==> src/adsp_pkg.sv <==
/*
  Shared constants and types of the analog die serial register port.
  Assumes one 100 MHz system clock; the serial link is sampled by that clock.
*/
package adsp_pkg;

  localparam int ADSP_NREG       = 18;
  localparam int ADSP_AW         = 5;
  localparam int ADSP_DW         = 8;
  localparam int ADSP_FRAME_BITS = 16;
  localparam int ADSP_FIFO_DEPTH = 8;

  // Register offsets.
  localparam logic [4:0] ADSP_SYSTEM_CONTROL       = 5'h00;
  localparam logic [4:0] ADSP_HALF_BRIDGE_OUTPUT   = 5'h01;
  localparam logic [4:0] ADSP_HIGH_SIDE_OUTPUT     = 5'h02;
  localparam logic [4:0] ADSP_HALF_BRIDGE_STATUS   = 5'h03;
  localparam logic [4:0] ADSP_HIGH_SIDE_STATUS     = 5'h04;
  localparam logic [4:0] ADSP_GLASS_DRIVER_STATUS  = 5'h05;
  localparam logic [4:0] ADSP_GLASS_DRIVER_DAC     = 5'h06;
  localparam logic [4:0] ADSP_HALL_INPUT_STATUS    = 5'h07;
  localparam logic [4:0] ADSP_ANALOG_MUX_CONTROL   = 5'h08;
  localparam logic [4:0] ADSP_INTERRUPT_MASK       = 5'h09;
  localparam logic [4:0] ADSP_INTERRUPT_FLAGS      = 5'h0a;
  localparam logic [4:0] ADSP_WATCHDOG_CONTROL     = 5'h0b;
  localparam logic [4:0] ADSP_SYSTEM_STATUS        = 5'h0c;
  localparam logic [4:0] ADSP_RESET_CAUSE_STATUS   = 5'h0d;
  localparam logic [4:0] ADSP_PRODUCTION_TEST      = 5'h0e;
  localparam logic [4:0] ADSP_TRIM_ONE             = 5'h0f;
  localparam logic [4:0] ADSP_TRIM_TWO             = 5'h10;
  localparam logic [4:0] ADSP_TRIM_THREE           = 5'h11;

  localparam logic [7:0] ADSP_REG_RESET = 8'h00;

  // Bits read back from the stored register value, index = offset.
  localparam logic [ADSP_NREG-1:0][7:0] ADSP_RD_MASK = {
    8'h00, 8'h00, 8'hc0, 8'h00, 8'h00, 8'h00, 8'he0, 8'h00, 8'hff,
    8'hff, 8'h07, 8'h3f, 8'ha0, 8'h00, 8'h80, 8'hbf, 8'hff, 8'h1f};
  // Bits that the analog core supplies live, index = offset.
  localparam logic [ADSP_NREG-1:0][7:0] ADSP_HW_MASK = {
    8'h00, 8'h00, 8'h00, 8'h00, 8'hfb, 8'hff, 8'h00, 8'hef, 8'h00,
    8'h00, 8'h98, 8'h00, 8'h43, 8'h87, 8'h0f, 8'h00, 8'h00, 8'h80};

  // Positions inside a received 16-bit frame, MSB first.
  localparam int ADSP_DIR_BIT    = 15;
  localparam int ADSP_ADDR_HI    = 14;
  localparam int ADSP_ADDR_LO    = 10;
  localparam int ADSP_PARITY_BIT = 9;
  // Rising edge index at which the parity bit is on the line.
  localparam logic [4:0] ADSP_PARITY_RISE = 5'h06;
  localparam logic [4:0] ADSP_FRAME_EDGES = 5'h10;
  localparam logic [4:0] ADSP_CNT_SAT     = 5'h11;

  localparam int ADSP_WD_ENABLE_BIT = 7;
  localparam int ADSP_WD_CLEAR_BIT  = 0;

  typedef struct packed {
    logic [ADSP_AW-1:0] addr;
    logic [ADSP_DW-1:0] data;
  } adsp_wr_t;

  localparam int ADSP_WR_W = $bits(adsp_wr_t);

  typedef enum logic [1:0] {
    ADSP_IDLE   = 2'b01,
    ADSP_ACTIVE = 2'b10
  } adsp_state_t;

endpackage : adsp_pkg

==> src/adsp_spi_port.sv <==
/*
  Serial register port of the analog die: 16-bit frames, slave side.
  Assumes the select, shift clock and data pins are asynchronous to clk_in and
  that the shift clock runs well below a quarter of clk_in.
*/
// How it works
// - A frame is a command byte then a data byte in; status then data out.
// - Select falling starts a frame and turns the data output on.
// - The first output bit appears at the first rising shift clock edge.
// - Output data changes only on rising shift clock edges.
// - Incoming data is sampled on falling shift clock edges.
// - A frame counts only with exactly sixteen sampling edges.
// - Write data is accepted at the rising select edge ending the frame; it reaches its register when it drains from the FIFO.
// - Addressed register is loaded for output while the parity bit is sent.
// - While select is high the data output is released.
// - Command byte holds a five-bit address and a direction flag.
// - Direction one reads: second input byte ignored, register returned.
// - Direction zero writes: old register value returned meanwhile.
// - Parity is checked on writes only.
// - The first output byte is always the system status register.
// - Registers 0x00 to 0x11 are reachable, eight bits each.
// - Watchdog clear pulses one cycle after that write drains from the FIFO into the registers.
`timescale 1ns/1ns
module adsp_spi_port
  import adsp_pkg::*;
#(
  parameter int NREG       = adsp_pkg::ADSP_NREG,
  parameter int FIFO_DEPTH = adsp_pkg::ADSP_FIFO_DEPTH
) (
  input  wire logic                       clk_in,
  input  wire logic                       resetn_in,
  input  wire logic                       select_n_in,
  input  wire logic                       serial_shift_clock_in,
  input  wire logic                       mosi_in,
  output logic                            miso_out,
  output logic                            miso_oe_n_out,
  input  wire logic [NREG-1:0][7:0]       hw_status_in,
  input  wire logic                       reg_hold_in,
  output logic [NREG-1:0][7:0]            reg_file_out,
  output logic                            watchdog_clear_out,
  output logic                            frame_error_out
);
  import adsp_pkg::*;

  // Read value of one register: stored bits merged with live core bits.
  function automatic logic [7:0] rd_value(input logic [4:0] a,
                                           input logic [NREG-1:0][7:0] r,
                                           input logic [NREG-1:0][7:0] hw);
    logic [7:0] v;
    v = 8'h00;
    if (a < 5'(NREG)) begin
      v = (r[a] & ADSP_RD_MASK[a]) | (hw[a] & ADSP_HW_MASK[a]);
    end
    return v;
  endfunction : rd_value

  // A synchronised pin changes its filtered level once stages two and three agree.
  function automatic logic agreed(input logic s2, input logic s3, input logic f);
    return (s2 == s3) ? s3 : f;
  endfunction : agreed

  logic [2:0]        sync1;
  logic [2:0]        sync2;
  logic [2:0]        sync3;
  logic [2:0]        filt;
  logic [2:0]        next_filt;
  logic              ss_fall;
  logic              ss_rise;
  logic              sck_rise;
  logic              sck_fall;
  logic              mosi_lvl;

  adsp_state_t       state;
  logic [15:0]       rx_word;
  logic [4:0]        rx_cnt;
  logic [4:0]        rise_cnt;
  logic [15:0]       tx_word;
  logic              wr_pend;
  adsp_wr_t          wr_cmd;
  logic              write_ok;
  logic [NREG-1:0][7:0] regs;

  logic              fifo_in_ready;
  logic              fifo_out_valid;
  logic              fifo_out_ready;
  adsp_wr_t          fifo_out_data;
  logic              drain;

  // Bit order of the sync vectors: 2 = select, 1 = shift clock, 0 = data.
  always_ff @(posedge clk_in or negedge resetn_in) begin
    if (!resetn_in) begin
      sync1 <= 3'h4;
      sync2 <= 3'h4;
      sync3 <= 3'h4;
    end else begin
      sync1 <= {select_n_in, serial_shift_clock_in, mosi_in};
      sync2 <= sync1;
      sync3 <= sync2;
    end
  end

  always_comb begin
    for (int i = 0; i < 3; i++) begin
      next_filt[i] = agreed(sync2[i], sync3[i], filt[i]);
    end
  end

  always_ff @(posedge clk_in or negedge resetn_in) begin
    if (!resetn_in) begin
      filt <= 3'h4;
    end else begin
      filt <= next_filt;
    end
  end

  assign ss_fall  = filt[2] && !next_filt[2];
  assign ss_rise  = !filt[2] && next_filt[2];
  assign sck_rise = !filt[1] && next_filt[1] && !next_filt[2];
  assign sck_fall = filt[1] && !next_filt[1] && !next_filt[2];
  assign mosi_lvl = next_filt[0];

  // Frame framing and the output enable.
  always_ff @(posedge clk_in or negedge resetn_in) begin
    if (!resetn_in) begin
      state         <= ADSP_IDLE;
      miso_oe_n_out <= 1'b1;
    end else begin
      case (state)
        ADSP_IDLE: begin
          if (ss_fall) begin
            state         <= ADSP_ACTIVE;
            miso_oe_n_out <= 1'b0;
          end
        end
        ADSP_ACTIVE: begin
          if (ss_rise) begin
            state         <= ADSP_IDLE;
            miso_oe_n_out <= 1'b1;
          end
        end
        default: begin
          state         <= ADSP_IDLE;
          miso_oe_n_out <= 1'b1;
        end
      endcase
    end
  end

  // Receive shifter; the count saturates so that extra edges stay visible.
  always_ff @(posedge clk_in or negedge resetn_in) begin
    if (!resetn_in) begin
      rx_word <= 16'h0000;
      rx_cnt  <= 5'h00;
    end else if (ss_fall) begin
      rx_cnt <= 5'h00;
    end else if (state == ADSP_ACTIVE && sck_fall) begin
      rx_word <= {rx_word[14:0], mosi_lvl};
      if (rx_cnt != ADSP_CNT_SAT) begin
        rx_cnt <= rx_cnt + 5'h01;
      end
    end
  end

  // Transmit side: status captured at frame start, register at the parity bit.
  always_ff @(posedge clk_in or negedge resetn_in) begin
    if (!resetn_in) begin
      tx_word  <= 16'h0000;
      rise_cnt <= 5'h00;
      miso_out <= 1'b0;
    end else if (ss_fall) begin
      tx_word  <= {rd_value(ADSP_SYSTEM_STATUS, regs, hw_status_in), 8'h00};
      rise_cnt <= 5'h00;
    end else if (state == ADSP_ACTIVE && sck_rise) begin
      // Extra rising edges of a broken frame leave the last bit standing.
      if (rise_cnt < ADSP_FRAME_EDGES) begin
        miso_out <= tx_word[4'(15 - rise_cnt)];
        rise_cnt <= rise_cnt + 5'h01;
      end
      if (rise_cnt == ADSP_PARITY_RISE) begin
        // Read and write alike return the value before any commit.
        tx_word[7:0] <= rd_value(rx_word[4:0], regs, hw_status_in);
      end
    end
  end

  // Frame acceptance at the closing select edge.
  assign write_ok = (rx_cnt == ADSP_FRAME_EDGES)
                 && !rx_word[ADSP_DIR_BIT]
                 && !(^rx_word[ADSP_DIR_BIT:ADSP_PARITY_BIT])
                 && (rx_word[ADSP_ADDR_HI:ADSP_ADDR_LO] < 5'(NREG));

  // A commit waits here while the FIFO is full; a newer write is then dropped.
  // A new write may load in the cycle in which the old one is pushed, so the
  // set wins over the clear and no free slot is wasted.
  always_ff @(posedge clk_in or negedge resetn_in) begin
    if (!resetn_in) begin
      wr_pend <= 1'b0;
      wr_cmd  <= '0;
    end else if (state == ADSP_ACTIVE && ss_rise && write_ok
                 && (!wr_pend || fifo_in_ready)) begin
      wr_pend     <= 1'b1;
      wr_cmd.addr <= rx_word[ADSP_ADDR_HI:ADSP_ADDR_LO];
      wr_cmd.data <= rx_word[7:0];
    end else if (wr_pend && fifo_in_ready) begin
      wr_pend <= 1'b0;
    end
  end

  always_ff @(posedge clk_in or negedge resetn_in) begin
    if (!resetn_in) begin
      frame_error_out <= 1'b0;
    end else if (state == ADSP_ACTIVE && ss_rise) begin
      frame_error_out <= (rx_cnt != ADSP_FRAME_EDGES);
    end
  end

  adsp_fifo #(
    .WIDTH (ADSP_WR_W),
    .DEPTH (FIFO_DEPTH)
  ) u_fifo (
    .clk_in        (clk_in),
    .resetn_in     (resetn_in),
    .in_valid_in   (wr_pend),
    .in_ready_out  (fifo_in_ready),
    .in_data_in    (wr_cmd),
    .out_valid_out (fifo_out_valid),
    .out_ready_in  (fifo_out_ready),
    .out_data_out  (fifo_out_data)
  );

  // The analog core may hold register updates; the FIFO absorbs the backlog.
  assign fifo_out_ready = !reg_hold_in;
  assign drain          = fifo_out_valid && fifo_out_ready;

  always_ff @(posedge clk_in or negedge resetn_in) begin
    if (!resetn_in) begin
      for (int i = 0; i < NREG; i++) begin
        regs[i] <= ADSP_REG_RESET;
      end
    end else if (drain) begin
      case (fifo_out_data.addr)
        ADSP_WATCHDOG_CONTROL: begin
          // The enable bit is set-only; the clear bit is a pulse, never stored.
          regs[ADSP_WATCHDOG_CONTROL] <= {regs[ADSP_WATCHDOG_CONTROL][ADSP_WD_ENABLE_BIT]
                                          | fifo_out_data.data[7],
                                          fifo_out_data.data[6:5], 5'h00};
        end
        ADSP_PRODUCTION_TEST: begin
          regs[ADSP_PRODUCTION_TEST] <= regs[ADSP_PRODUCTION_TEST];
        end
        default: begin
          regs[fifo_out_data.addr] <= fifo_out_data.data;
        end
      endcase
    end
  end

  always_ff @(posedge clk_in or negedge resetn_in) begin
    if (!resetn_in) begin
      watchdog_clear_out <= 1'b0;
    end else begin
      watchdog_clear_out <= drain && (fifo_out_data.addr == ADSP_WATCHDOG_CONTROL)
                            && fifo_out_data.data[ADSP_WD_CLEAR_BIT];
    end
  end

  assign reg_file_out = regs;
endmodule : adsp_spi_port

==> src/adsp_fifo.sv <==
/*
  Small synchronous FIFO of flip-flops with valid and ready on both sides.
  Assumes a single clock and an asynchronous active-low reset.
*/
`timescale 1ns/1ns
module adsp_fifo #(
  parameter int WIDTH = 13,
  parameter int DEPTH = 8
) (
  input  wire logic             clk_in,
  input  wire logic             resetn_in,
  input  wire logic             in_valid_in,
  output logic                  in_ready_out,
  input  wire logic [WIDTH-1:0] in_data_in,
  output logic                  out_valid_out,
  input  wire logic             out_ready_in,
  output logic [WIDTH-1:0]      out_data_out
);
  localparam int PW = $clog2(DEPTH);

  logic [WIDTH-1:0] mem [DEPTH];
  logic [PW-1:0]    wr_ptr;
  logic [PW-1:0]    rd_ptr;
  logic [PW:0]      count;
  logic             push;
  logic             pop;

  assign in_ready_out  = (count != (PW+1)'(DEPTH));
  assign out_valid_out = (count != '0);
  assign out_data_out  = mem[rd_ptr];
  assign push          = in_valid_in && in_ready_out;
  assign pop           = out_valid_out && out_ready_in;

  always_ff @(posedge clk_in) begin
    if (push) begin
      mem[wr_ptr] <= in_data_in;
    end
  end

  always_ff @(posedge clk_in or negedge resetn_in) begin
    if (!resetn_in) begin
      wr_ptr <= '0;
      rd_ptr <= '0;
      count  <= '0;
    end else begin
      if (push) begin
        wr_ptr <= (wr_ptr == PW'(DEPTH-1)) ? '0 : wr_ptr + 1'b1;
      end
      if (pop) begin
        rd_ptr <= (rd_ptr == PW'(DEPTH-1)) ? '0 : rd_ptr + 1'b1;
      end
      count <= count + (PW+1)'(push) - (PW+1)'(pop);
    end
  end

endmodule : adsp_fifo

==> config.mk <==
export PLATFORM = sky130hd
export DESIGN_NAME = adsp_spi_port
export DESIGN_NICKNAME = d
export VERILOG_FILES = /design/src/adsp_pkg.sv /design/src/adsp_spi_port.sv /design/src/adsp_fifo.sv
export SDC_FILE = /design/constraint.sdc
export NUM_CORES = 1
export LEC_CHECK = 0
export ABC_AREA = 1
export ABC_CLOCK_PERIOD_IN_PS = 2000
export BUFFER_PORTS_ARGS = -buffer_cell sky130_fd_sc_hd__buf_2
export CAP_MARGIN = 30
export CORE_UTILIZATION = 52
export CTS_BUF_LIST = sky130_fd_sc_hd__clkbuf_4 sky130_fd_sc_hd__clkbuf_8
export DETAILED_ROUTE_END_ITERATION = 10
export PLACE_DENSITY = 0.91
export SYNTH_ARGS = -nofsm -noshare
export SYNTH_HDL_FRONTEND = slang
export SYNTH_SLANG_ARGS = --single-unit
==> constraint.sdc <==
create_clock -name clk_in -period 2 [get_ports clk_in]
set_input_delay 0.3 -clock clk_in [delete_from_list [all_inputs] [get_ports clk_in]]
set_output_delay 0.3 -clock clk_in [all_outputs]
set_load 0.01 [all_outputs]
==> impl_metrics.tcl <==
set metrics [dict create \
    status "finished with violations" \
    failed_checks "negative setup slack" \
    post-route-period-util_pct 128 \
    mostFrequentLayoutCells "443 x nand2_1, 252 x buf_2, 220 x dfrtp_1" \
    place_area_sq_um 18400 \
    highest_layer "met5" \
    fp.dieH_microns 175 \
    drt_iter0_markers 2678 \
    dpl.hpwl_microns 35800 \
    max-vdd-ir-drop_mv 0.861 \
    grt_usage_pct 35.9 \
    syn_area_per_cell_sq_um 8.89 \
    hold_viol_final 0 \
    synthCells 1755 \
    overflow 0 \
    fin_crit_ns 2.55 \
    routedWlPerCell_microns 23.7 \
    drc 0 \
    htree_levels 2 \
    yosysUniqueCellTypes 51 \
    slew_viol_final 0 \
    syn_area_sq_um 15600 \
    fmax_mhz 392 \
    end_kind "flop" \
    worst-setup-path-type "flop to flop" \
    synth_warnings 0 \
    drv_cap 0 \
    clock-root-buffer "clkbuf_8" \
    clock_skew_ns 0.0613 \
    vias_per_cell 6.36 \
    grt_setup_unrepaired "yes" \
    p_per_area_nw_per_um2 1320 \
    synth_seq_cells 331 \
    drive_gt1_share_pct 30.7 \
    clkSinkCount 331 \
    io_pins 298 \
    finalSetupViolCount 156 \
    gp_congestion 0.956 \
    final_common_cell "nand2_1" \
    dr_wl_met2_microns 27200 \
    start_util_pct 52.8 \
    wl_microns 61300 \
    grt_max_degree 65 \
    antenna_cells 0 \
    slew_headroom_pct 41.8 \
    grt_pass1_vias 15300 \
    drt-met1-wl_microns 20600 \
    tritoncts "done" \
    cp.required_ns 2.44 \
    critPathArrivalTime_ns 2.99 \
    final_nets 2326 \
    min_path_type "primary input to flop" \
    cp_max_fo 8 \
    die_x_microns 175 \
    rows 63 \
    tightest_slew_ns 0.864 \
    clk_pin_slew_worst_paths_ns 0.08 \
    startpoint_type "flop" \
    syn_to_final_growth_pct 33.2 \
    fin_ws_ns -0.554 \
    fin_area_sq_um 20800 \
    hold_slack_ns 0.00711 \
    pre_cts_ws_ns -0.300 \
    synth_nets 1930 \
    clk_path_buf_depth 3 \
    antenna_found_initial 3 \
    cts_buffers 51 \
    clock_latency_ns 0.63 \
    grt_pass1_wl_microns 84800 \
    final_antenna_net_count 0 \
    coreArea_sq_um 29600 \
    leakagePower_nw 10.1 \
    synth_seq_area_share_pct 56.4 \
    met3_length_microns 8540 \
    dr.pass1.iters 9 \
    dieArea_sq_um 30700 \
    io_buffer_count 253 \
    vias 16400 \
]
report_power, final:
group          switching [W]  internal [W]
logic                0.00705       0.00443
registers            0.00146       0.00824
clock network        0.00292       0.00332
total                 0.0114        0.0160
worst paths after layout:
kind / start / endpoint / slack [ns] / cells after the start
hold / removal: hw_status_in[102] / tx_word[14]$_DFFE_PN0P_ / 0.007 / 3
setup reg to reg: u_fifo.rd_ptr[0]$_DFFE_PN0N_ / reg_file_out[24]$_DFFE_PN0P_ / -0.55 / 15
min in group asynchronous: resetn_in / reg_file_out[5]$_DFFE_PN0P_ / 0.18 / 2
hold reg to reg: sync1[0]$_DFF_PN0_ / sync2[0]$_DFF_PN0_ / 0.35 / 0
max in group asynchronous: resetn_in / reg_file_out[39]$_DFFE_PN0P_ / 1.04 / 3
setup / recovery: u_fifo.rd_ptr[0]$_DFFE_PN0N_ / reg_file_out[24]$_DFFE_PN0P_ / -0.55 / 15
critical path, stage by stage, from the launching register on:
cell and delay, ns:
dfrtp_2 0.49, buf_12 0.20, clkinv_16 0.08, nand2_4 0.07, nand2_2 0.08, nand2_2 0.08, nand2_2 0.06, nand2_2 0.13
nand2_4 0.09, nand2_4 0.10, nor2_4 0.06, nor2_8 0.27, buf_12 0.18, nand3_4 0.15, nand2_1 0.16, nand2_1 0.19
final cells by class:
| class | count | area (sq um) |
|---|---|---|
| flip-flops and latches | 331 | 8810 |
| fillers | 1912 | 8770 |
| multi-input cells | 1205 | 6430 |
| repair buffers | 444 | 3470 |
| clock buffers | 76 | 952 |
| well taps | 390 | 488 |
| inverters | 116 | 462 |
| clock inverters | 19 | 145 |
| repair inverters | 2 | 27.5 |
Yosys cell counts (all sizes together):
| cell | n | area (sq um) |
|---|---|---|
| a21o | 1 | 7.51 |
| o221ai | 3 | 26.3 |
| o22ai | 23 | 144 |
| a22oi | 6 | 45.0 |
| nand3 | 64 | 365 |
| or2 | 2 | 12.5 |
| ha | 24 | 300 |
| clkinv | 4 | 15.0 |
| o2111ai | 2 | 17.5 |
| nor4 | 4 | 25.0 |
| o32ai | 1 | 8.76 |
| a31oi | 4 | 25.0 |
| buf | 39 | 289 |
| a221oi | 2 | 17.5 |
| o21ai | 195 | 980 |
| o21a | 4 | 30.0 |
| o31ai | 1 | 7.51 |
| nand4 | 112 | 701 |
| a32oi | 1 | 8.76 |
| a211oi | 2 | 15.0 |
| nand2 | 501 | 1900 |
| nor3 | 11 | 55.1 |
| clkbuf | 64 | 240 |
| xor2 | 1 | 8.76 |
| a22o | 8 | 70.1 |
| maj3 | 1 | 10.0 |
| nand3b | 2 | 15.0 |
| o211ai | 4 | 30.0 |
| edfxtp | 104 | 3120 |
| mux2i | 2 | 20.0 |
| mux2 | 1 | 11.3 |
| and3 | 1 | 6.26 |
| nor2 | 175 | 713 |
| dfstp | 5 | 131 |
| dfrtp | 222 | 5560 |
| fa | 1 | 20.0 |
| inv | 112 | 423 |
| xnor2 | 3 | 26.3 |
| a21oi | 43 | 215 |
kinds of logic after synthesis:
logic type               count (synthesis)  share of synthesized area (%)
XOR/XNOR                                 4                          0.224
flip-flops                             331                           56.4
AND/OR/NAND/NOR                        872                           24.3
multiplexers                             3                          0.200
buffers and inverters                  219                           6.20
adder cells (fa/ha/maj)                 26                           2.12
AO/OA/AOI/OAI                          300                           10.6
state kept, by name, indices dropped and copies added (netlist names):
signal              count
reg_file_out          144
u_fifo.mem            104
rx_word                16
tx_word                16
wr_cmd                 13
rise_cnt                5
rx_cnt                  5
u_fifo.count            4
filt                    3
sync1                   3
sync2                   3
sync3                   3
u_fifo.rd_ptr           3
u_fifo.wr_ptr           3
state                   2
frame_error_out         1
miso_out                1
watchdog_clear_out      1
wr_pend                 1
what timing repair did:
item / in CTS / in global routing
hold endpoints to repair: 45 / 0
gates cloned: 4 / 9
buffers inserted: 8 / 16
endpoints found under the setup margin: 147 / 164
hold buffers: 8 / 0
gates resized for setup: 81 / 152
pin swaps: 16 / 73
metal layers:
| metal | vias to the layer above | global-route usage [%] |
|---|---|---|
| met5 | - | 0 |
| met4 | 2 | 22.7 |
| met3 | 467 | 8.64 |
| met2 | 1646 | 56.2 |
| met1 | 7549 | 44.8 |
| li1 | 6772 | - |
metrics by stage:
| step | setup TNS (ns) | total power [W] | std cells | utilization (%) |
|---|---|---|---|---|
| final | -46.23 | 0.0274 | 2583 | 70.3 |
| after global routing | -58.75 | 0.0282 | 2583 | 70.3 |
| after CTS | -10.89 | 0.0250 | 2560 | 67.7 |
| after detailed placement | -22.63 | 0.0182 | 2445 | 62.2 |
| after global placement | -8.10 | 0.0178 | 2445 | 62.2 |
| after floorplan | 0 | 0.0137 | 1755 | - |
No activity file was read; power rests on OpenSTA's default activity.
